File: src/hw/pgt_regs.vh
// Register offsets, control fields, reset values and prescale counts for the paired timers
`ifndef PGT_REGS_VH
`define PGT_REGS_VH

`define PGT_ADDR_W        8
`define PGT_DATA_W        16
`define PGT_NUM_TMR       4

`define PGT_OFS_CTRL0     8'h00
`define PGT_OFS_COUNT0    8'h04
`define PGT_OFS_PERIOD0   8'h08
`define PGT_OFS_STATUS    8'h0C
`define PGT_OFS_MASK      8'h0D

`define PGT_CTL_ON        15
`define PGT_CTL_SIDL      13
`define PGT_CTL_SLPRUN    12
`define PGT_CTL_GATE      6
`define PGT_CTL_PS_HI     5
`define PGT_CTL_PS_LO     4
`define PGT_CTL_T32       3
`define PGT_CTL_EXT       1

`define PGT_CTL_WMASK_EVEN 16'hB07A
`define PGT_CTL_WMASK_ODD  16'hB072

`define PGT_CTRL_RST      16'h0000
`define PGT_COUNT_RST     16'h0000
`define PGT_PERIOD_RST    16'hFFFF
`define PGT_COUNT_ONE     16'h0001
`define PGT_COUNT_ALL1    16'hFFFF
`define PGT_FLAGS_RST     4'h0

`define PGT_PS_W          8
`define PGT_PS_RST        8'h00
`define PGT_PS_ONE        8'h01
`define PGT_PS_DIV1       8'h00
`define PGT_PS_DIV8       8'h07
`define PGT_PS_DIV64      8'h3F
`define PGT_PS_DIV256     8'hFF
`define PGT_PS_SEL1       2'h0
`define PGT_PS_SEL8       2'h1
`define PGT_PS_SEL64      2'h2

`endif

File: src/hw/pgt_cnt16.v
// One 16-bit count register with software load, increment and clear
`timescale 1ns/1ps
`default_nettype none
`include "pgt_regs.vh"
module pgt_cnt16
(
	input  wire        clk_sys,
	input  wire        rst_n,
	input  wire        load,
	input  wire [15:0] load_data,
	input  wire        inc,
	input  wire        clr,
	output reg  [15:0] count
);
	always @(posedge clk_sys)
	begin
		if (!rst_n)
			count <= `PGT_COUNT_RST;
		else if (load)
			count <= load_data;
		else if (clr)
			count <= `PGT_COUNT_RST;
		else if (inc)
			count <= count + `PGT_COUNT_ONE;
	end
endmodule
`default_nettype wire

File: src/hw/pgt_tick.v
// Count-event source of one timer: clock select, gating and input prescaler
`timescale 1ns/1ps
`default_nettype none
`include "pgt_regs.vh"
module pgt_tick
(
	input  wire       clk_sys,
	input  wire       rst_n,
	input  wire       run,
	input  wire       ext_sel,
	input  wire       gate_en,
	input  wire [1:0] ps_sel,
	input  wire       ext_in,
	input  wire       gate_in,
	output reg        tick
);
	reg  [`PGT_PS_W-1:0] ps_cnt;
	reg                  ext_prev;
	reg  [`PGT_PS_W-1:0] ps_last;
	wire                 raw_event;

	// Gate mode counts system clocks while the gate is high; else edge or clock
	assign raw_event = gate_en ? gate_in : (ext_sel ? (ext_in & ~ext_prev) : 1'b1);

	always @*
	begin
		case (ps_sel)
			`PGT_PS_SEL1:  ps_last = `PGT_PS_DIV1;
			`PGT_PS_SEL8:  ps_last = `PGT_PS_DIV8;
			`PGT_PS_SEL64: ps_last = `PGT_PS_DIV64;
			default:       ps_last = `PGT_PS_DIV256;
		endcase
	end

	always @(posedge clk_sys)
	begin
		if (!rst_n)
		begin
			ps_cnt   <= `PGT_PS_RST;
			ext_prev <= 1'b0;
			tick     <= 1'b0;
		end
		else
		begin
			ext_prev <= ext_in;
			tick     <= 1'b0;
			if (!run)
				ps_cnt <= `PGT_PS_RST;
			else if (raw_event)
			begin
				if (ps_cnt >= ps_last)
				begin
					ps_cnt <= `PGT_PS_RST;
					tick   <= 1'b1;
				end
				else
					ps_cnt <= ps_cnt + `PGT_PS_ONE;
			end
		end
	end
endmodule
`default_nettype wire

File: src/hw/pgt_timers.v
// Two pairs of 16-bit timers, each pair usable as one 32-bit timer or counter
// How it works
// - Four 16-bit timers in two pairs; each pair may join into one 32-bit timer.
// - Pair modes: two 16-bit timers, one 32-bit timer, one 32-bit synchronous counter.
// - Separate 16-bit timers offer every 16-bit mode but asynchronous counting.
// - Gated operation, selectable prescaler, and running through idle and sleep.
// - Combined pair interrupts when 32-bit count equals 32-bit period.
// - Only the first pair's timers feed the capture and compare time base.
// - Each lone 16-bit timer runs as synchronous timer or synchronous counter.
// - Only the first pair produces the event trigger output.
// - In 32-bit use the even timer holds low half, odd timer high half.
// - In 32-bit use the odd control register is ignored; even one controls all.
// - 32-bit pair uses even clock and gate, flags match on odd timer flag.
//
// Implementation choices: the strobed register port and the register addresses.
`timescale 1ns/1ps
`default_nettype none
`include "pgt_regs.vh"
module pgt_timers
(
	input  wire                   clk_sys,
	input  wire                   rst_n,
	input  wire [`PGT_ADDR_W-1:0] reg_addr,
	input  wire [`PGT_DATA_W-1:0] reg_wdata,
	input  wire                   reg_wr,
	input  wire                   reg_rd,
	output reg  [`PGT_DATA_W-1:0] reg_rdata,
	input  wire [3:0]             ext_clk_in,
	input  wire [3:0]             gate_in,
	input  wire                   cpu_idle,
	input  wire                   cpu_sleep,
	output reg                    irq,
	output reg                    event_trig,
	output wire [15:0]            tb_a_low_count,
	output wire [15:0]            tb_a_high_count,
	output reg  [1:0]             tb_period_evt
);
	reg  [15:0] timer_ctrl [0:3];
	reg  [15:0] timer_period [0:3];
	reg  [3:0]  irq_status;
	reg  [3:0]  irq_mask;
	reg  [3:0]  next_status;
	reg  [3:0]  next_mask;
	reg  [15:0] next_rdata;
	wire [63:0] count_all;
	wire [3:0]  tick_all;
	wire [3:0]  evt_all;
	wire [1:0]  pair_t32;
	wire [1:0]  pair_match32;
	wire [1:0]  pair_lo_all1;
	integer     k;

	// Only the even timer of each pair carries the join bit
	assign pair_t32[0] = timer_ctrl[0][`PGT_CTL_T32];
	assign pair_t32[1] = timer_ctrl[2][`PGT_CTL_T32];

	genvar p;
	generate
		for (p = 0; p < 2; p = p + 1)
		begin : g_pair
			// Low word from the even timer, high word from the odd one
			assign pair_match32[p] = tick_all[2*p] & pair_t32[p] &
				(count_all[32*p+31:32*p] == {timer_period[2*p+1], timer_period[2*p]});
			assign pair_lo_all1[p] = (count_all[32*p+15:32*p] == `PGT_COUNT_ALL1);
		end
	endgenerate

	genvar i;
	generate
		for (i = 0; i < `PGT_NUM_TMR; i = i + 1)
		begin : g_tmr
			wire        run;
			wire        t32;
			wire        match16;
			wire        inc;
			wire        clr;
			wire        load;
			wire [15:0] cnt;
			wire [15:0] ctl;

			assign t32 = pair_t32[i/2];
			// Joined pair takes every setting from the even register
			assign ctl = t32 ? timer_ctrl[(i/2)*2] : timer_ctrl[i];
			// Stop in idle only when asked; run in sleep when enabled
			assign run = ctl[`PGT_CTL_ON] & ~(cpu_idle & ctl[`PGT_CTL_SIDL]) &
				~(cpu_sleep & ~ctl[`PGT_CTL_SLPRUN]);

			// Even clock and gate pins serve the joined pair
			pgt_tick u_tick
			(
				.clk_sys (clk_sys),
				.rst_n   (rst_n),
				.run     (run),
				.ext_sel (ctl[`PGT_CTL_EXT]),
				.gate_en (ctl[`PGT_CTL_GATE]),
				.ps_sel  (ctl[`PGT_CTL_PS_HI:`PGT_CTL_PS_LO]),
				.ext_in  (ext_clk_in[t32 ? (i/2)*2 : i]),
				.gate_in (gate_in[t32 ? (i/2)*2 : i]),
				.tick    (tick_all[i])
			);

			assign cnt     = count_all[16*i+15:16*i];
			assign match16 = tick_all[i] & ~t32 & (cnt == timer_period[i]);
			assign load    = reg_wr & (reg_addr == `PGT_OFS_COUNT0 + i);

			if (i % 2 == 0)
			begin : g_even
				assign inc = t32 ? (tick_all[i] & ~pair_match32[i/2])
					: (tick_all[i] & ~match16);
				assign clr = t32 ? pair_match32[i/2] : match16;
				assign evt_all[i] = match16;
			end
			else
			begin : g_odd
				// High half carries when the low half rolls over
				assign inc = t32 ? (tick_all[i-1] & pair_lo_all1[i/2] & ~pair_match32[i/2])
					: (tick_all[i] & ~match16);
				assign clr = t32 ? pair_match32[i/2] : match16;
				assign evt_all[i] = t32 ? pair_match32[i/2] : match16;
			end

			pgt_cnt16 u_cnt
			(
				.clk_sys   (clk_sys),
				.rst_n     (rst_n),
				.load      (load),
				.load_data (reg_wdata),
				.inc       (inc),
				.clr       (clr),
				.count     (count_all[16*i+15:16*i])
			);
		end
	endgenerate

	// Time base leaves only from the first pair
	assign tb_a_low_count  = count_all[15:0];
	assign tb_a_high_count = count_all[31:16];

	// Control and period registers
	always @(posedge clk_sys)
	begin
		if (!rst_n)
		begin
			for (k = 0; k < `PGT_NUM_TMR; k = k + 1)
			begin
				timer_ctrl[k]   <= `PGT_CTRL_RST;
				timer_period[k] <= `PGT_PERIOD_RST;
			end
		end
		else if (reg_wr)
		begin
			for (k = 0; k < `PGT_NUM_TMR; k = k + 1)
			begin
				if (reg_addr == `PGT_OFS_CTRL0 + k)
					timer_ctrl[k] <= reg_wdata &
						((k % 2 == 0) ? `PGT_CTL_WMASK_EVEN : `PGT_CTL_WMASK_ODD);
				if (reg_addr == `PGT_OFS_PERIOD0 + k)
					timer_period[k] <= reg_wdata;
			end
		end
	end

	// Sticky flags: a match in the clearing cycle survives
	always @*
	begin
		next_status = irq_status;
		next_mask   = irq_mask;
		if (reg_wr && reg_addr == `PGT_OFS_STATUS)
			next_status = irq_status & ~reg_wdata[3:0];
		if (reg_wr && reg_addr == `PGT_OFS_MASK)
			next_mask = reg_wdata[3:0];
		next_status = next_status | evt_all;
	end

	always @*
	begin
		next_rdata = {`PGT_DATA_W{1'b0}};
		for (k = 0; k < `PGT_NUM_TMR; k = k + 1)
		begin
			if (reg_addr == `PGT_OFS_CTRL0 + k)
				next_rdata = timer_ctrl[k];
			if (reg_addr == `PGT_OFS_COUNT0 + k)
				next_rdata = count_all[16*k+:16];
			if (reg_addr == `PGT_OFS_PERIOD0 + k)
				next_rdata = timer_period[k];
		end
		if (reg_addr == `PGT_OFS_STATUS)
			next_rdata = {12'h000, irq_status};
		if (reg_addr == `PGT_OFS_MASK)
			next_rdata = {12'h000, irq_mask};
	end

	always @(posedge clk_sys)
	begin
		if (!rst_n)
		begin
			irq_status    <= `PGT_FLAGS_RST;
			irq_mask      <= `PGT_FLAGS_RST;
			irq           <= 1'b0;
			event_trig    <= 1'b0;
			tb_period_evt <= 2'b00;
			reg_rdata     <= {`PGT_DATA_W{1'b0}};
		end
		else
		begin
			irq_status    <= next_status;
			irq_mask      <= next_mask;
			irq           <= |(next_status & next_mask);
			// Trigger from the first pair only; second pair has none
			event_trig    <= pair_t32[0] ? evt_all[1] : evt_all[0];
			tb_period_evt <= evt_all[1:0];
			reg_rdata     <= reg_rd ? next_rdata : {`PGT_DATA_W{1'b0}};
		end
	end
endmodule
`default_nettype wire

File: config.mk
export PLATFORM = sky130hd
export DESIGN_NAME = pgt_timers
export DESIGN_NICKNAME = d
export VERILOG_FILES = /design/src/hw/pgt_cnt16.v /design/src/hw/pgt_tick.v /design/src/hw/pgt_timers.v
export VERILOG_INCLUDE_DIRS = /design/src /design/src/hw
export SDC_FILE = /design/constraint.sdc
export NUM_CORES = 1
export LEC_CHECK = 0
export BUFFER_PORTS_ARGS = -buffer_cell sky130_fd_sc_hd__buf_2
export CORE_ASPECT_RATIO = 0.7
export CORE_MARGIN = 2
export CORE_UTILIZATION = 30
export CTS_CLUSTER_SIZE = 24
export DETAILED_ROUTE_END_ITERATION = 10
export PLACE_DENSITY_LB_ADDON = 0.2
export SETUP_SLACK_MARGIN = 0.5
export SYNTH_ARGS = -nofsm -noshare
export SYNTH_HDL_FRONTEND = slang
export SYNTH_SLANG_ARGS = --single-unit
File: constraint.sdc
create_clock -name clk_sys -period 4 [get_ports clk_sys]
set_clock_uncertainty 0.1 [all_clocks]
set_input_delay 0 -clock clk_sys [delete_from_list [all_inputs] [get_ports clk_sys]]
set_output_delay 0 -clock clk_sys [all_outputs]
set_load 0.05 [all_outputs]
[After elaboration in Yosys (flattened, before gate mapping)]
Memories as Yosys holds them, arrays and structs flattened.
Index checks and enable logic that the tools add are counted.
Word-level totals
  output and inout port bits: 52
  register bits: 132
  memories: 2
  RAM bits: 96
  bits of input ports: 38
  logic and storage cells: 288
Memory list
  timer_period: words 4, width 16, read ports 4, clocked after Yosys merged registers in 0, wr ports 4, line pgt_timers.v:39  | reg [15:0] timer_period [0:3];
  timer_ctrl: words 4, width 8, read ports 4, clocked after Yosys merged registers in 0, wr ports 4, line pgt_timers.v:38  | reg [15:0] timer_ctrl [0:3];
Cells by class
  add/sub/neg operators: 8
  $lt $le $gt $ge: 6
  mux-type cells: 114
  reduce and logical (&&, ||, !) cells: 22
  bitwise logic cells: 84
  eq/ne operators: 29
Operators by type and width (number)
  2-to-1 mux 16 bit: 30
  case mux 8 bit (3 select lines): 4
  adder 16 x 1 -> 16 bit (second input constant): 4
  == test 16 bit: 4
  == test 32 bit: 2
  2-to-1 mux 1 bit: 64
  2-to-1 mux 8 bit: 8
  == test 8 x 4 -> 1 bit (second input constant): 6
  bitwise AND 1 bit: 46
  adder 8 x 1 -> 8 bit (second input constant): 4
  == test 16 bit (second input constant): 2
  == test 8 x 3 -> 1 bit (second input constant): 4
  >= comparator 8 bit: 4
  inverter 1 bit: 26
  == test 8 x 2 -> 1 bit (second input constant): 2
  2-to-1 mux 4 bit: 4
  AND reduction 3 bit: 4
  nonzero test 3 bit: 4
  AND reduction 2 bit: 5
  bitwise AND 4 bit: 2
  binary-select mux 1 bit (select 2 bit): 4
  == test 2 x 1 -> 1 bit (second input constant): 4
  == test 2 bit (second input constant): 4
  == test 8 x 1 -> 1 bit (second input constant): 1
  9 further kinds: 21

[Logic depth before layout (Yosys ltp)]
  word-level depth: 15
  gate-level depth with buffers: 12

[By module]
A second synthesis with hierarchy kept.
Second synthesis, totals
  cells, all modules: 1421
  area, all modules: 13276.5 um^2
Modules (own cells, without submodules)
  pgt_timers: cells an instance 717, seq. area each 3383.2 um^2, area each 7200.7 um^2, times used 1
  pgt_cnt16: cells an instance 120, seq. area each 320.3 um^2, area each 972.2 um^2, times used 4
  pgt_tick: cells an instance 56, seq. area each 200.2 um^2, area each 546.8 um^2, times used 4

[Least setup slack after synthesis]
OpenSTA, ideal clock, no wires.
  kind: input to register
  start point: in reg_addr[5]
  end point: mem timer_period[2][0], enable pin
  data required time: 3.489 ns
  library setup time: 0.411 ns
  slack: 0.974 ns
  arrival: 2.514 ns
  cell stages on the path: 6
  cell sequence: or4_1 > buf_6 > nor2_2 > nand2_1 > clkbuf_1 > o21ai_0
RTL lines
  start, declared: line pgt_timers.v:23  | input wire [`PGT_ADDR_W-1:0] reg_addr,
  end, declared: line pgt_timers.v:39

[Worst setup path in the final report]
  start point: reg g_tmr[3].u_cnt.count[10]
  end point: reg g_tmr[3].u_cnt.count[10]
On the way
  longest elaborated chain between the ends: 6
  elaborated cells on any way between the ends: 15
Ends and longest elaborated chain
  start, declared: line pgt_cnt16.v:13  | output reg [15:0] count
  start signal, assigned: line pgt_cnt16.v:18  | count <= `PGT_COUNT_RST;
  start signal, assigned: line pgt_cnt16.v:20  | count <= load_data;
  start signal, assigned: line pgt_cnt16.v:22  | count <= `PGT_COUNT_RST;
  parallel branches: the longest is 6 deep, another holds adder 16 x 1 -> 16 bit
Parallel ways; which one is timed is not known. The select of a mux whose other input is x is not followed.
A chain may end at the register's enable or synchronous reset.

==> flow_summary.ini <==
[status]
status = completed

[placed_design]
gp_congestion = 0.932
port_buffers = 89
dp_hpwl_mm = 36.9
pre_cts_ws_ns = 0.915

[critical_path]
cp_data_arrival_time_ns = 3.54
startpoint_type = flip-flop
crit_slowest_cell = nor4_1
path_class = flip-flop to flip-flop
required_ns = 4.36
crit_path_max_fanout = 20
end_kind = flip-flop
cp_cell_sequence = xor2_1, nor4_1, and4_1, a21o_1, o21ai_0, o221ai_1
cp_top_family = simple AND/OR/NAND/NOR gates
crit_buf_inv = 0
slowest_delay_ns = 0.70
rrSetupSlack_ns = 0.83

[die]
initial_core_util = 0.306
die_w_um = 257
die_area_um2 = 46500
num_rows = 64
die_h_um = 181
io_pins = 90
core_area_um2 = 44000

[grt]
grt_antenna_before_repair = 3
grt_pass1_wl_mm = 76.6
grt_pass1_vias = 11600
globalRouteTotalUtil = 0.216
grt_max_degree = 65
gr-total-overflow = 0

[route]
wl_met2_mm = 21.0
drt-met1-wl_mm = 25.0
via_per_inst = 5.56
dr_total_vias = 12400
met3WireLength_mm = 4.63
drtIter0Drc = 1373
wl_mm = 51.4
drc_errors = 0
ant_nets = 0
dr.pass1.iters = 7
drt-wirelength-per-cell_um = 23.0
dr.max_layer_used = met4

[clocking]
clk_pin_slew_ns = 0.06
htreeDepth = 1
post_cts_buffers = 0
ctsLongestPathBuffers = 3
clock_latency_ns = 0.55
root_buffer = clkbuf_16
cts_tree = built
cts.sinks = 226
cts_buffers = 25

[power_and_ir_drop]
power.total_uw = 5580
pwr_density_cell_nw_per_um2 = 353
max-vdd-ir-drop_v = 0.000222
p_leak_uw = 0.00590

[synthesis]
synth_area_leaders = edfxtp_1 21%, dfxtp_1 20%, xor2_1 5.3%
yosysMostFrequentCell = nor2_1
synth-edff-count = 94
netlist_instances = 1522
ys.flop_type = dfxtp_1
postSynthAreaPerCell_um2 = 8.83
synth_top_area_frac = 0.210
yosys-top-cells-count = 139 x nor2_1, 132 x dfxtp_1, 129 x nand2_1
synth-warning-count = 0
synth_area_leader_cell = edfxtp_1
synth_seq_area_share = 0.407
synth_nets = 1600
synthArstFlopShare = 0
ys_ff_latch = 226
synth_cell_types = 75
syn_area_um2 = 13400

[sta]
worst_slew_pin_slew_ns = 1.13
setup_viol = 0
fmax_ghz = 0.315
slew_headroom = 0.243
finalCriticalPeriod_ns = 3.17
fin_crit_sh = 0.794
setup_ws_ns = 0.826
slew_violations = 0
setup_tns_ns = 0
rsz0062_at_grt = no
hold_viol_final = 0

[finish]
drive_above_1_share = 0.133
syn_to_final_growth_pct = 17.5
final_nets = 1697

[hold_path]
min_path_type = input port to flip-flop

[job]
max_cap_viol_count = 0
==> cells by family after synthesis <==
family                   share of synthesized area
AO/OA/AOI/OAI                                0.171
buffers and inverters                       0.0405
flip-flops                                   0.407
multiplexers                                0.0208
adder cells (fa/ha/maj)                     0.0372
XOR/XNOR                                    0.0775
AND/OR/NAND/NOR                              0.246
==> report_power, final <==
| group | internal [uW] | switching [uW] |
|---|---|---|
| Sequential | 2470 | 78.0 |
| Combinational | 177 | 384 |
| Clock | 1440 | 1030 |
| Total | 4090 | 1490 |
==> metrics by stage <==
stage          std cells  hold WS (ns)  utilization  cell area [um^2]
3_3_place_gp        2154         0.138        0.332             14600
6_report            2232        0.0157        0.359             15800
2_1_floorplan       1522        0.0160            -             13400
5_1_grt             2232        0.0614        0.359             15800
3_5_place_dp        2154         0.151        0.332             14600
4_1_cts             2231       0.00237        0.359             15800
==> worst min-delay path: stages <==
cell,delay [ns]
buf_2,0.10
inv_1,0.09
o2111a_1,0.28
inv_1,0.09
a21oi_1,0.04
==> layer usage <==
metal	track usage	up-vias
met5	0	-
met4	0.0328	0
met3	0.0501	59
met2	0.310	540
met1	0.331	6035
li1	-	5785
==> path summary, 6_finish.rpt <==
check                                                            from                                endpoint  depth (start not counted)
worst min register to register                 irq_mask[0]$_SDFF_PN0_                  irq_mask[0]$_SDFF_PN0_                          2
worst max register to register  g_tmr[3].u_cnt.count[10]$_SDFFE_PN0P_   g_tmr[3].u_cnt.count[10]$_SDFFE_PN0P_                          6
worst max-delay path            g_tmr[3].u_cnt.count[10]$_SDFFE_PN0P_   g_tmr[3].u_cnt.count[10]$_SDFFE_PN0P_                          6
worst min-delay path                                        cpu_sleep  g_tmr[0].u_tick.ps_cnt[1]$_SDFFE_PN0N_                          5
==> registers in the layout, summed over array words and instances, names as in the netlist <==
| register | cells |
|---|---|
| g_tmr.u_cnt.count | 64 |
| timer_period | 64 |
| g_tmr.u_tick.ps_cnt | 32 |
| timer_ctrl | 30 |
| reg_rdata | 16 |
| g_tmr.u_tick.ext_prev | 4 |
| g_tmr.u_tick.tick | 4 |
| irq_mask | 4 |
| irq_status | 4 |
| tb_period_evt | 2 |
| event_trig | 1 |
| irq | 1 |
==> placed cells by master, fill, tap and decap left out, types with 32 or more instances in the layout <==
| cell type | n |
|---|---|
| xor2_1 | 81 |
| ha_1 | 40 |
| xnor2_1 | 38 |
| a21oi_1 | 66 |
| or3_1 | 73 |
| nand2_1 | 129 |
| dfxtp_1 | 132 |
| and2_1 | 39 |
| edfxtp_1 | 94 |
| a22oi_1 | 35 |
| nand3_1 | 70 |
| nor2_1 | 139 |
| dlygate4sd3_1 | 32 |
| buf_2 | 89 |
| o21ai_0 | 68 |
| buf_4 | 52 |
==> layout make-up <==
type,count,area (um^2)
well taps,594,743
clock buffers,36,759
fillers,4586,28200
repair buffers,173,1160
flip-flops and latches,226,5470
inverters,33,124
diodes,1,2.50
multi-input cells,1160,7450
clock inverters,9,95.1
==> what timing repair did <==
item,CTS,global route
resized for setup,0,0
hold buffers,32,0
hold endpoints to repair,158,0
No activity file was read; power rests on OpenSTA's default activity.
